[config.mk]
export PLATFORM = sky130hd
export DESIGN_NAME = flash_host_ctrl
export DESIGN_NICKNAME = d
export VERILOG_FILES = /design/src/common/flash_host_pkg.sv /design/src/logic/flash_host_ctrl.sv /design/src/logic/flash_bus_cycle.sv
export SDC_FILE = /design/constraint.sdc
export NUM_CORES = 1
export LEC_CHECK = 0
export CAP_MARGIN = 30
export CELL_PAD_IN_SITES_DETAIL_PLACEMENT = 1
export CELL_PAD_IN_SITES_GLOBAL_PLACEMENT = 2
export CORE_MARGIN = 2
export CORE_UTILIZATION = 42
export CTS_BUF_LIST = sky130_fd_sc_hd__clkbuf_2
export DETAILED_ROUTE_END_ITERATION = 10
export DONT_BUFFER_PORTS = 1
export PLACE_DENSITY_LB_ADDON = 0.1
export SYNTH_ARGS = -nofsm -noshare
export SYNTH_HDL_FRONTEND = slang
export SYNTH_HIERARCHICAL = 1
export SYNTH_SLANG_ARGS = --single-unit
[constraint.sdc]
create_clock -name clock_i -period 7.9 [get_ports clock_i]
set_clock_uncertainty 0.2 [all_clocks]
set_input_delay 2.37 -clock clock_i [delete_from_list [all_inputs] [get_ports clock_i]]
set_output_delay 2.37 -clock clock_i [all_outputs]
set_load 0.05 [all_outputs]
[src/common/flash_host_pkg.sv]
// flash_host_pkg: constants and types for the flash command controller.
// assumes a 250 MHz clock and an x8 flash data bus.
package flash_host_pkg;

  // clock and timing
  localparam int CLK_PERIOD_PS = 4000;
  localparam int WE_PULSE_NS = 50;
  localparam int READ_ACCESS_NS = 100;
  localparam int RP_RECOVER_NS = 1000;
  localparam logic [9:0] WE_PULSE_CYC =
    10'((WE_PULSE_NS * 1000 + CLK_PERIOD_PS - 1) / CLK_PERIOD_PS);
  localparam logic [9:0] READ_ACCESS_CYC =
    10'((READ_ACCESS_NS * 1000 + CLK_PERIOD_PS - 1) / CLK_PERIOD_PS);
  localparam logic [9:0] RP_RECOVER_CYC =
    10'((RP_RECOVER_NS * 1000 + CLK_PERIOD_PS - 1) / CLK_PERIOD_PS);

  // flash bus widths
  localparam int FLASH_AW = 21;
  localparam int FLASH_DW = 8;

  // command words known for this part
  localparam logic [7:0] CMD_READ_ARRAY = 8'hFF;
  localparam logic [7:0] CMD_READ_STATUS = 8'h70;
  localparam logic [7:0] CMD_ERASE_SETUP = 8'h20;
  localparam logic [7:0] CMD_CHIP_ERASE_SETUP = 8'h30;
  localparam logic [7:0] CMD_CONFIRM = 8'hD0;
  localparam logic [7:0] CMD_WRITE_SETUP = 8'h40;

  // operation_state_flags bit positions
  localparam int SR_READY_BIT = 7;
  localparam int SR_ERASE_SUSP_BIT = 6;
  localparam int SR_ERASE_ERR_BIT = 5;
  localparam int SR_WRITE_ERR_BIT = 4;
  localparam int SR_SUPPLY_LOW_BIT = 3;
  localparam int SR_WRITE_SUSP_BIT = 2;
  localparam int SR_PROTECT_BIT = 1;
  localparam logic [7:0] SR_VALID_MASK = 8'hFE;
  localparam int XSR_BUF_BIT = 7;

  // status pin configuration codes
  localparam logic [1:0] STS_LEVEL = 2'h0;
  localparam logic [1:0] STS_PULSE_ERASE = 2'h1;
  localparam logic [1:0] STS_PULSE_WRITE = 2'h2;
  localparam logic [1:0] STS_PULSE_ALL = 2'h3;

  // register byte offsets
  localparam logic [4:0] REG_CTRL = 5'h00;
  localparam logic [4:0] REG_CMD = 5'h04;
  localparam logic [4:0] REG_ADDR = 5'h08;
  localparam logic [4:0] REG_DATA = 5'h0C;
  localparam logic [4:0] REG_STATUS = 5'h10;

  // control register fields
  localparam int CTRL_RP_BIT = 0;
  localparam int CTRL_PROTECT_BIT = 1;
  localparam int CTRL_USE_PIN_BIT = 2;
  localparam int CTRL_AUTO_ARRAY_BIT = 3;
  localparam logic [3:0] CTRL_RESET = 4'h0;

  // command register fields
  localparam int CMDREG_CFG_LSB = 8;

  // status register fields
  localparam int STAT_BUSY_BIT = 0;
  localparam int STAT_SEQ_ERR_BIT = 1;
  localparam int STAT_LOCKS_UNKNOWN_BIT = 2;
  localparam int STAT_STS_MODE_LSB = 4;
  localparam int STAT_SR_LSB = 8;

  typedef enum logic [3:0] {
    OP_READ_STATUS = 4'h0,
    OP_CLEAR_STATUS = 4'h1,
    OP_CLEAR_LOCKS = 4'h2,
    OP_STS_CONFIG = 4'h3,
    OP_READ_ARRAY = 4'h4,
    OP_BLOCK_ERASE = 4'h5,
    OP_CHIP_ERASE = 4'h6,
    OP_WORD_WRITE = 4'h7,
    OP_SET_LOCK = 4'h8
  } op_t;

  typedef struct packed {
    logic write;
    logic [FLASH_AW-1:0] addr;
    logic [FLASH_DW-1:0] data;
  } bus_req_t;

  typedef struct packed {
    logic ce_n;
    logic we_n;
    logic oe_n;
    logic data_oe;
    logic [FLASH_DW-1:0] data;
    logic [FLASH_AW-1:0] addr;
  } pin_drive_t;

endpackage

[src/logic/flash_host_ctrl.sv]
// flash_host_ctrl: host-side controller issuing flash command sequences,
// polling status and driving reset/protect pins, run from Avalon-MM.
// assumes an external pull-up on the status pin and a synchronous flash.
//
// Chosen here: the address map and register access over Avalon-MM.
`timescale 1ns/1ps
module flash_host_ctrl
  import flash_host_pkg::*;
#(
  parameter logic [7:0] CMD_CLEAR_STATUS = 8'h50,
  parameter logic [7:0] CMD_LOCK_SETUP = 8'h60,
  parameter logic [7:0] CMD_LOCK_SET_CONFIRM = 8'h01,
  parameter logic [7:0] CMD_LOCK_CLEAR_CONFIRM = 8'hD0,
  parameter logic [7:0] CMD_STS_CONFIG = 8'hB8
)
(
  input wire logic clock_i,
  input wire logic reset_i,
  input wire logic [4:0] address_i,
  input wire logic read_i,
  input wire logic write_i,
  input wire logic [31:0] writedata_i,
  output logic [31:0] readdata_o,
  output logic waitrequest_o,
  output logic [FLASH_AW-1:0] flash_addr_o,
  output logic [FLASH_DW-1:0] flash_data_o,
  output logic flash_data_oe_o,
  input wire logic [FLASH_DW-1:0] flash_data_i,
  output logic flash_ce_n_o,
  output logic flash_we_n_o,
  output logic flash_oe_n_o,
  output logic reset_powerdown_pin_n_o,
  output logic protect_release_o,
  input wire logic status_output_pin_i
);

  typedef enum logic [2:0] {
    S_IDLE, S_WR1, S_WR2, S_WAIT_PIN, S_POLL, S_READ, S_ARRAY
  } seq_state_t;

  // first command word of each operation
  function automatic logic [7:0] first_word(input op_t op);
    unique case (op)
      OP_READ_STATUS: first_word = CMD_READ_STATUS;
      OP_CLEAR_STATUS: first_word = CMD_CLEAR_STATUS;
      OP_CLEAR_LOCKS: first_word = CMD_LOCK_SETUP;
      OP_STS_CONFIG: first_word = CMD_STS_CONFIG;
      OP_BLOCK_ERASE: first_word = CMD_ERASE_SETUP;
      OP_CHIP_ERASE: first_word = CMD_CHIP_ERASE_SETUP;
      OP_WORD_WRITE: first_word = CMD_WRITE_SETUP;
      OP_SET_LOCK: first_word = CMD_LOCK_SETUP;
      default: first_word = CMD_READ_ARRAY;
    endcase
  endfunction

  // operations that run the write engine and end with a completion
  function automatic logic engine_op(input op_t op);
    engine_op = (op == OP_CLEAR_LOCKS) || (op == OP_BLOCK_ERASE) ||
                (op == OP_CHIP_ERASE) || (op == OP_WORD_WRITE) ||
                (op == OP_SET_LOCK);
  endfunction

  // does the pin mode pulse at the end of this operation
  function automatic logic pulse_for(input logic [1:0] mode, input op_t op);
    logic erase_class;
    erase_class = (op == OP_BLOCK_ERASE) || (op == OP_CHIP_ERASE) ||
                  (op == OP_CLEAR_LOCKS);
    unique case (mode)
      STS_PULSE_ERASE: pulse_for = erase_class;
      STS_PULSE_WRITE: pulse_for = engine_op(op) && !erase_class;
      STS_PULSE_ALL: pulse_for = engine_op(op);
      default: pulse_for = 1'b0;
    endcase
  endfunction

  seq_state_t state_ff, nxt_state;
  op_t op_ff, nxt_op;
  logic [7:0] cfg_ff, nxt_cfg;
  logic [FLASH_AW-1:0] addr_reg_ff, nxt_addr_reg;
  logic [FLASH_AW-1:0] op_addr_ff, nxt_op_addr;
  logic [7:0] wdata_reg_ff, nxt_wdata_reg;
  logic [7:0] op_wdata_ff, nxt_op_wdata;
  logic [7:0] rd_data_ff, nxt_rd_data;
  logic [3:0] ctrl_ff, nxt_ctrl;
  logic [1:0] sts_mode_ff, nxt_sts_mode;
  logic [7:0] result_sr_ff, nxt_result_sr;
  logic locks_unknown_ff, nxt_locks_unknown;
  logic pend_ff, nxt_pend;
  logic [9:0] rec_cnt_ff, nxt_rec_cnt;
  logic rd_ack_ff, nxt_rd_ack;
  logic [31:0] readdata_ff, nxt_readdata;

  logic bus_start, bus_ready, bus_done;
  logic [7:0] bus_rdata;
  bus_req_t bus_req;
  pin_drive_t pins;
  logic busy, cmd_wr, cmd_stall, rp_high;

  assign rp_high = ctrl_ff[CTRL_RP_BIT];
  assign busy = (state_ff != S_IDLE) || pend_ff;
  assign cmd_stall = busy || (rec_cnt_ff != 10'h000) || !rp_high;
  assign cmd_wr = write_i && (address_i == REG_CMD) && !cmd_stall;

  // bus request for the current sequencing state
  always_comb begin
    bus_req = '{write: 1'b1, addr: op_addr_ff, data: first_word(op_ff)};
    bus_start = 1'b0;
    unique case (state_ff)
      S_IDLE, S_WAIT_PIN: bus_start = 1'b0;
      S_WR1: bus_start = 1'b1;
      S_WR2: begin
        bus_start = 1'b1;
        unique case (op_ff)
          OP_STS_CONFIG: bus_req.data = cfg_ff;
          OP_WORD_WRITE: bus_req.data = op_wdata_ff;
          OP_SET_LOCK: bus_req.data = CMD_LOCK_SET_CONFIRM;
          OP_CLEAR_LOCKS: bus_req.data = CMD_LOCK_CLEAR_CONFIRM;
          default: bus_req.data = CMD_CONFIRM;
        endcase
      end
      S_POLL, S_READ: begin
        bus_start = 1'b1;
        bus_req.write = 1'b0;
      end
      S_ARRAY: begin
        bus_start = 1'b1;
        bus_req.data = CMD_READ_ARRAY;
      end
    endcase
    bus_start = bus_start && !pend_ff && bus_ready && rp_high;
  end

  // command sequencing
  always_comb begin
    nxt_state = state_ff;
    nxt_op = op_ff;
    nxt_cfg = cfg_ff;
    nxt_op_addr = op_addr_ff;
    nxt_op_wdata = op_wdata_ff;
    nxt_rd_data = rd_data_ff;
    nxt_sts_mode = sts_mode_ff;
    nxt_result_sr = result_sr_ff;
    nxt_locks_unknown = locks_unknown_ff;
    nxt_pend = (pend_ff || bus_start) && !bus_done;
    unique case (state_ff)
      S_IDLE: begin
        if (cmd_wr) begin
          nxt_op = op_t'(writedata_i[3:0]);
          nxt_cfg = writedata_i[CMDREG_CFG_LSB +: 8];
          nxt_op_addr = addr_reg_ff;
          nxt_op_wdata = wdata_reg_ff;
          nxt_state = S_WR1;
        end
      end
      S_WR1: begin
        if (bus_done) begin
          unique case (op_ff)
            OP_READ_STATUS, OP_READ_ARRAY: nxt_state = S_READ;
            OP_CLEAR_STATUS: begin
              nxt_result_sr = 8'h80;
              nxt_state = S_IDLE;
            end
            default: nxt_state = S_WR2;
          endcase
        end
      end
      S_WR2: begin
        if (bus_done) begin
          if (op_ff == OP_STS_CONFIG) begin
            nxt_sts_mode = cfg_ff[1:0];
            nxt_state = S_IDLE;
          end else if (ctrl_ff[CTRL_USE_PIN_BIT]) begin
            nxt_state = S_WAIT_PIN;
          end else begin
            nxt_state = S_POLL;
          end
        end
      end
      S_WAIT_PIN: begin
        // level mode: released pin; pulse mode: the low pulse if this op pulses, else no wait
        if (sts_mode_ff == STS_LEVEL) begin
          if (status_output_pin_i) nxt_state = S_POLL;
        end else if (pulse_for(sts_mode_ff, op_ff)) begin
          if (!status_output_pin_i) nxt_state = S_POLL;
        end else begin
          nxt_state = S_POLL;
        end
      end
      S_POLL: begin
        // status comes back on every read after the command
        if (bus_done && bus_rdata[SR_READY_BIT]) begin
          nxt_result_sr = bus_rdata & SR_VALID_MASK;
          if (op_ff == OP_CLEAR_LOCKS) nxt_locks_unknown = 1'b0;
          nxt_state = ctrl_ff[CTRL_AUTO_ARRAY_BIT] ? S_ARRAY : S_IDLE;
        end
      end
      S_READ: begin
        if (bus_done) begin
          if (op_ff == OP_READ_STATUS) begin
            nxt_result_sr = bus_rdata & SR_VALID_MASK;
          end else begin
            nxt_rd_data = bus_rdata;
          end
          nxt_state = S_IDLE;
        end
      end
      S_ARRAY: begin
        if (bus_done) nxt_state = S_IDLE;
      end
    endcase
    // reset pin pulled low: abort, defaults return, locks may be lost
    if (!rp_high) begin
      nxt_state = S_IDLE;
      nxt_sts_mode = STS_LEVEL;
      if (op_ff == OP_CLEAR_LOCKS && (state_ff == S_WAIT_PIN ||
          state_ff == S_POLL)) begin
        nxt_locks_unknown = 1'b1;
      end
    end
  end

  // software registers and recovery after reset pin release
  always_comb begin
    nxt_ctrl = ctrl_ff;
    nxt_addr_reg = addr_reg_ff;
    nxt_wdata_reg = wdata_reg_ff;
    nxt_rec_cnt = rec_cnt_ff;
    if (write_i && !waitrequest_o) begin
      unique case (address_i)
        REG_CTRL: nxt_ctrl = writedata_i[3:0];
        REG_ADDR: nxt_addr_reg = writedata_i[FLASH_AW-1:0];
        REG_DATA: nxt_wdata_reg = writedata_i[7:0];
        default: nxt_ctrl = ctrl_ff;
      endcase
    end
    if (!rp_high) begin
      nxt_rec_cnt = RP_RECOVER_CYC;
    end else if (rec_cnt_ff != 10'h000) begin
      nxt_rec_cnt = rec_cnt_ff - 10'h001;
    end
  end

  // register read path: answer one cycle after the request
  always_comb begin
    nxt_rd_ack = read_i && !rd_ack_ff;
    nxt_readdata = readdata_ff;
    if (read_i && !rd_ack_ff) begin
      unique case (address_i)
        REG_CTRL: nxt_readdata = {28'h0000000, ctrl_ff};
        REG_CMD: nxt_readdata = {20'h00000, cfg_ff, op_ff};
        REG_ADDR: nxt_readdata = {11'h000, addr_reg_ff};
        REG_DATA: nxt_readdata = {24'h000000, rd_data_ff};
        REG_STATUS: begin
          nxt_readdata = 32'h00000000;
          nxt_readdata[STAT_BUSY_BIT] = busy;
          nxt_readdata[STAT_SEQ_ERR_BIT] =
            result_sr_ff[SR_ERASE_ERR_BIT] &&
            result_sr_ff[SR_WRITE_ERR_BIT];
          nxt_readdata[STAT_LOCKS_UNKNOWN_BIT] = locks_unknown_ff;
          nxt_readdata[STAT_STS_MODE_LSB +: 2] = sts_mode_ff;
          nxt_readdata[STAT_SR_LSB +: 8] = result_sr_ff;
        end
        default: nxt_readdata = 32'h00000000;
      endcase
    end
  end

  // registers only
  always_ff @(posedge clock_i) begin
    if (reset_i) begin
      state_ff <= S_IDLE;
      op_ff <= OP_READ_STATUS;
      cfg_ff <= 8'h00;
      addr_reg_ff <= '0;
      op_addr_ff <= '0;
      wdata_reg_ff <= 8'h00;
      op_wdata_ff <= 8'h00;
      rd_data_ff <= 8'h00;
      ctrl_ff <= CTRL_RESET;
      sts_mode_ff <= STS_LEVEL;
      result_sr_ff <= 8'h00;
      locks_unknown_ff <= 1'b0;
      pend_ff <= 1'b0;
      rec_cnt_ff <= RP_RECOVER_CYC;
      rd_ack_ff <= 1'b0;
      readdata_ff <= 32'h00000000;
    end else begin
      state_ff <= nxt_state;
      op_ff <= nxt_op;
      cfg_ff <= nxt_cfg;
      addr_reg_ff <= nxt_addr_reg;
      op_addr_ff <= nxt_op_addr;
      wdata_reg_ff <= nxt_wdata_reg;
      op_wdata_ff <= nxt_op_wdata;
      rd_data_ff <= nxt_rd_data;
      ctrl_ff <= nxt_ctrl;
      sts_mode_ff <= nxt_sts_mode;
      result_sr_ff <= nxt_result_sr;
      locks_unknown_ff <= nxt_locks_unknown;
      pend_ff <= nxt_pend;
      rec_cnt_ff <= nxt_rec_cnt;
      rd_ack_ff <= nxt_rd_ack;
      readdata_ff <= nxt_readdata;
    end
  end

  flash_bus_cycle u_cycle (
    .clock_i(clock_i),
    .reset_i(reset_i),
    .start_i(bus_start),
    .req_i(bus_req),
    .data_i(flash_data_i),
    .ready_o(bus_ready),
    .done_o(bus_done),
    .rdata_o(bus_rdata),
    .pins_o(pins)
  );

  // bus handshake and pin outputs
  assign waitrequest_o = (read_i && !rd_ack_ff) ||
                         (write_i && (address_i == REG_CMD) && cmd_stall);
  assign readdata_o = readdata_ff;
  assign flash_addr_o = pins.addr;
  assign flash_data_o = pins.data;
  assign flash_data_oe_o = pins.data_oe;
  assign flash_ce_n_o = pins.ce_n;
  assign flash_we_n_o = pins.we_n;
  assign flash_oe_n_o = pins.oe_n;
  assign reset_powerdown_pin_n_o = ctrl_ff[CTRL_RP_BIT];
  assign protect_release_o = ctrl_ff[CTRL_PROTECT_BIT];

endmodule

[src/logic/flash_bus_cycle.sv]
// flash_bus_cycle: one asynchronous write or read cycle on the flash pins.
// assumes the flash data pins are synchronous to clock_i when sampled.
`timescale 1ns/1ps
module flash_bus_cycle
  import flash_host_pkg::*;
(
  input wire logic clock_i,
  input wire logic reset_i,
  input wire logic start_i,
  input wire bus_req_t req_i,
  input wire logic [FLASH_DW-1:0] data_i,
  output logic ready_o,
  output logic done_o,
  output logic [FLASH_DW-1:0] rdata_o,
  output pin_drive_t pins_o
);

  typedef enum logic [1:0] {C_IDLE, C_SETUP, C_PULSE, C_HOLD} cyc_state_t;

  cyc_state_t state_ff, nxt_state;
  bus_req_t req_ff, nxt_req;
  logic [9:0] cnt_ff, nxt_cnt;
  logic done_ff, nxt_done;
  logic [FLASH_DW-1:0] rdata_ff, nxt_rdata;
  pin_drive_t pins_ff, nxt_pins;

  // sequence: address setup, strobe pulse, strobe release with hold
  always_comb begin
    nxt_state = state_ff;
    nxt_req = req_ff;
    nxt_cnt = cnt_ff;
    nxt_done = 1'b0;
    nxt_rdata = rdata_ff;
    nxt_pins = pins_ff;
    unique case (state_ff)
      C_IDLE: begin
        nxt_pins.ce_n = 1'b1;
        nxt_pins.data_oe = 1'b0;
        if (start_i) begin
          nxt_req = req_i;
          nxt_pins.ce_n = 1'b0;
          nxt_pins.addr = req_i.addr;
          nxt_pins.data = req_i.data;
          nxt_pins.data_oe = req_i.write;
          nxt_state = C_SETUP;
        end
      end
      C_SETUP: begin
        nxt_pins.we_n = ~req_ff.write;
        nxt_pins.oe_n = req_ff.write;
        nxt_cnt = req_ff.write ? WE_PULSE_CYC : READ_ACCESS_CYC;
        nxt_state = C_PULSE;
      end
      C_PULSE: begin
        nxt_cnt = cnt_ff - 10'h001;
        if (cnt_ff == 10'h001) begin
          nxt_rdata = req_ff.write ? rdata_ff : data_i; // sample at end
          nxt_pins.we_n = 1'b1;
          nxt_pins.oe_n = 1'b1;
          nxt_state = C_HOLD;
        end
      end
      C_HOLD: begin
        nxt_pins.ce_n = 1'b1;
        nxt_done = 1'b1;
        nxt_state = C_IDLE;
      end
    endcase
  end

  // registers only
  always_ff @(posedge clock_i) begin
    if (reset_i) begin
      state_ff <= C_IDLE;
      req_ff <= '0;
      cnt_ff <= 10'h000;
      done_ff <= 1'b0;
      rdata_ff <= 8'h00;
      pins_ff <= '{ce_n: 1'b1, we_n: 1'b1, oe_n: 1'b1, data_oe: 1'b0,
                   data: 8'h00, addr: '0};
    end else begin
      state_ff <= nxt_state;
      req_ff <= nxt_req;
      cnt_ff <= nxt_cnt;
      done_ff <= nxt_done;
      rdata_ff <= nxt_rdata;
      pins_ff <= nxt_pins;
    end
  end

  assign ready_o = (state_ff == C_IDLE) && !done_ff;
  assign done_o = done_ff;
  assign rdata_o = rdata_ff;
  assign pins_o = pins_ff;

endmodule

==> flow_summary.rst <==
.. list-table::
   :header-rows: 1

   * - Metric
     - Value
   * - RSZ-0062 raised after global routing
     - no
   * - Aggregate global routing overflow
     - 0
   * - Final Net Count
     - 1016
   * - Total negative setup slack
     - 0 ps
   * - Total wirelength of the detailed-routed design
     - 25200 um
   * - Fin. max-slew vios
     - 0
   * - FILL cells
     - between 2000 and 2500
   * - Fraction of registers with async set or reset after synthesis
     - 0
   * - Leakage Power
     - 2.85 nW
   * - Clock tree buffer depth
     - 2
   * - Worst rel slew slack
     - 0.325
   * - Detailed-route vias per instance
     - roughly 5.7
   * - Length of routed wiring on met1
     - 10800 um
   * - Routability congestion estimate from global placement
     - 0.821
   * - Number of distinct standard cells referenced by the synthesized netlist
     - 75
   * - Die Area
     - 20800 um2
   * - Commonest cells after routing, fill and taps aside
     - sky130_fd_sc_hd__nand2_1, sky130_fd_sc_hd__dfxtp_1, sky130_fd_sc_hd__a21oi_1
   * - Cells after synthesis
     - 994
   * - Sequential fraction of the synthesis area
     - 0.455
   * - Setup violation total in the final timing report
     - 0
   * - Total half-perimeter wirelength after legalization and detailed placement
     - approximately 18000 um
   * - Number of buffers added on ports
     - 0
   * - Initial drt markers
     - 474
   * - Slack of the critical path
     - 1540 ps
   * - Skew-Pair Late Insertion Delay
     - 780 ps
   * - Sort of element at the end of the critical path
     - output port
   * - Total Routing Usage GR
     - 0.244
   * - Antenna violations before repair
     - 1
   * - Most common library cell in the layout ignoring fill and taps
     - sky130_fd_sc_hd__nand2_1
   * - Layout area overhead
     - 4.09%
   * - Count of final hold-check violations
     - 0
   * - Number of hold buffers added after cts
     - 0
   * - Outcome
     - completed
   * - Largest net degree at the start of global routing
     - 178
   * - Post-Synthesis Mean Instance Area
     - 8.32 um2
   * - Post-Synthesis Cell Area
     - 8270 um2
   * - # H-tree levels
     - 4
   * - Power Dens Cells
     - 174 nW/um2
   * - Antenna-violating nets left
     - 0
   * - Core region area
     - roughly 19000 um2
   * - Height of the die
     - 144 um
   * - Routed vias
     - 6977
   * - Synthesis warning total
     - 6
   * - Number of ports placed on the die boundary
     - 118
   * - Worst-Margin Slew
     - 1010 ps
   * - Placement Setup Slack
     - 1580 ps
   * - Maximum vdd drop
     - around 0.00009 V
   * - Area of all sequential standard cells
     - approximately 3800 um2
   * - WP data arrival
     - ~3800 ps
   * - Core Rows
     - 51
   * - Commonest register cell after synthesis
     - sky130_fd_sc_hd__dfxtp_1
   * - Number of remaining DRC errors
     - 0
   * - Post-route fraction of the period consumed by the critical path
     - 0.805
   * - Maximum net fanout on the critical path
     - 10
   * - Critical path class
     - in -> out
   * - Combined area of the multi-input logic cells
     - 4100 um2
   * - Wire length of the first global-routing pass
     - 38700 um
   * - Setup fix buffers added after clock tree synthesis
     - 0
   * - Metal3 WL
     - 1620 um
   * - Max Clk Rate
     - between 150 and 200 MHz
   * - Effective utilization at floorplan
     - 0.426
   * - Register-to-register setup slack
     - 3680 ps
   * - Flip-flop and latch count after synthesis
     - 188
   * - Number of global-route vias before repair
     - ~7100
   * - Clock sinks
     - 188
   * - Number of cells upsized or downsized after cts
     - 0
   * - Startpoint class of the critical path
     - input port
   * - Data required time of the critical path
     - 5330 ps
   * - Final worst path period need
     - about 6400 ps
   * - CTS buffer count
     - 17
   * - Clock Root Buffer
     - sky130_fd_sc_hd__clkbuf_2
   * - Clock slew seen by the registers of the worst setup and hold paths
     - between 200 and 300 ps
   * - DR WL met2
     - between 10000 and 15000 um
   * - Pre-antenna DRT Iters
     - 6
   * - Chip Width
     - 144 um
   * - Number of enable-type register cells in the synthesized netlist
     - 0
   * - Worst min path class
     - reg -> reg
   * - Max Cap Violations
     - 0
   * - TritonCTS clock tree
     - done
   * - Share of cells above drive strength 1
     - 0.0674
   * - Highest metal layer with signal wires
     - met4
   * - Routed wire per std cell
     - 20.5 um
[worst max-delay path: stages]
cell,delay [ps]
sky130_fd_sc_hd__nor3_2,200
sky130_fd_sc_hd__buf_4,210
sky130_fd_sc_hd__and2_0,440
sky130_fd_sc_hd__nand3_1,170
sky130_fd_sc_hd__nand2_1,400
[layer usage]
layer / track usage / vias up
met2: 0.396 / 185
li1: - / 3342
met3: 0.0662 / 31
met1: 0.312 / 3419
met5: 0 / -
met4: 0.0920 / 0
[sequential cells by signal (all words and copies together), names as in the netlist, 7 cells and up, named ones only]
signal	cells
addr_reg_ff	21
cfg_ff	8
op_addr_ff	21
rec_cnt_ff	10
u_cycle/rdata_o	8
wdata_reg_ff	8
rd_data_ff	8
readdata_o	21
result_sr_ff	7
op_wdata_ff	8
u_cycle/pins_o	33
u_cycle/cnt_ff	10
[path summary, 6_finish.rpt]
| kind | start | end | depth (start not counted) |
|---|---|---|---|
| setup / recovery | address_i[4] | waitrequest_o | 5 |
| setup reg to reg | rec_cnt_ff[0] | flip-flop | 11 |
| hold reg to reg | op_addr_ff[18] | u_cycle/pins_o[18] | 2 |
| hold / removal | op_addr_ff[18] | u_cycle/pins_o[18] | 2 |
[cells by family (layout without fill, tap and decap cells)]
family,after synthesis,after routing,synth area share
multiplexers,43,43,0.0558
other,1,12,0.000454
buffers and inverters,96,56,0.0537
flip-flops,188,188,0.455
AND/OR/NAND/NOR,409,409,0.228
XOR/XNOR,8,8,0.00847
adder cells (fa/ha/maj),14,14,0.0212
AO/OA/AOI/OAI,235,235,0.177
[area by class of cell]
| class | count | area share |
|---|---|---|
| multi-input cells | 720 | 0.477 |
| flip-flops and latches | 188 | 0.437 |
| well taps | 265 | 0.0385 |
| clock inverters | 14 | 0.0195 |
| repair buffers | 8 | 0.0102 |
| clock buffers | 17 | 0.00989 |
| inverters | 17 | 0.00741 |
| diodes | 1 | 0.000291 |
[synthesized netlist by cell type (all sizes together), types with 3 or more instances]
cell / number / area [um2]
xor2: 4 / 35.0
nor2b: 14 / 87.6
a2bb2oi: 13 / 114
nor3: 17 / 111
a311oi: 4 / 35.0
and3: 5 / 31.3
inv: 17 / 63.8
o2bb2ai: 3 / 26.3
mux2: 5 / 56.3
o211ai: 3 / 22.5
ha: 14 / 175
nor4: 8 / 65.1
buf: 28 / 189
nand4: 14 / 93.8
mux2i: 36 / 360
a222oi: 3 / 30.0
nor3b: 3 / 22.5
a221oi: 6 / 58.8
a31oi: 5 / 31.3
or2: 3 / 18.8
xnor2: 4 / 35.0
a211oi: 3 / 22.5
dfxtp: 188 / 3760
o21ai: 23 / 115
clkbuf: 51 / 191
nand2: 205 / 772
nand3b: 3 / 22.5
or3: 5 / 36.3
nor2: 92 / 353
nand2b: 7 / 43.8
and2: 4 / 25.0
nand3: 20 / 100
a22oi: 18 / 135
a21oi: 131 / 656
[power breakdown]
part           internal, mW  leakage [nW]  switching [mW]
logic               0.00784          1.19          0.0257
clock network         0.153         0.144           0.355
registers             0.955          1.51         0.00423
total                  1.12          2.85           0.385
[per-stage QoR]
| stage | util | instance area [um2] | hold WS [ps] | total power, mW | std cells |
|---|---|---|---|---|---|
| final | 0.444 | 8610 | 244 | 1.50 | 1230 |
| after global routing | 0.444 | 8610 | 260 | 1.56 | 1230 |
| after detailed placement | 0.430 | 8340 | 244 | 1.01 | 1197 |
| after CTS | 0.443 | 8600 | 241 | 1.51 | 1228 |
| after floorplan | - | 8310 | 232 | 1.02 | 1004 |
| after global placement | 0.428 | 8300 | 240 | 1.01 | 1195 |
(Power assumes the default switching activity.)
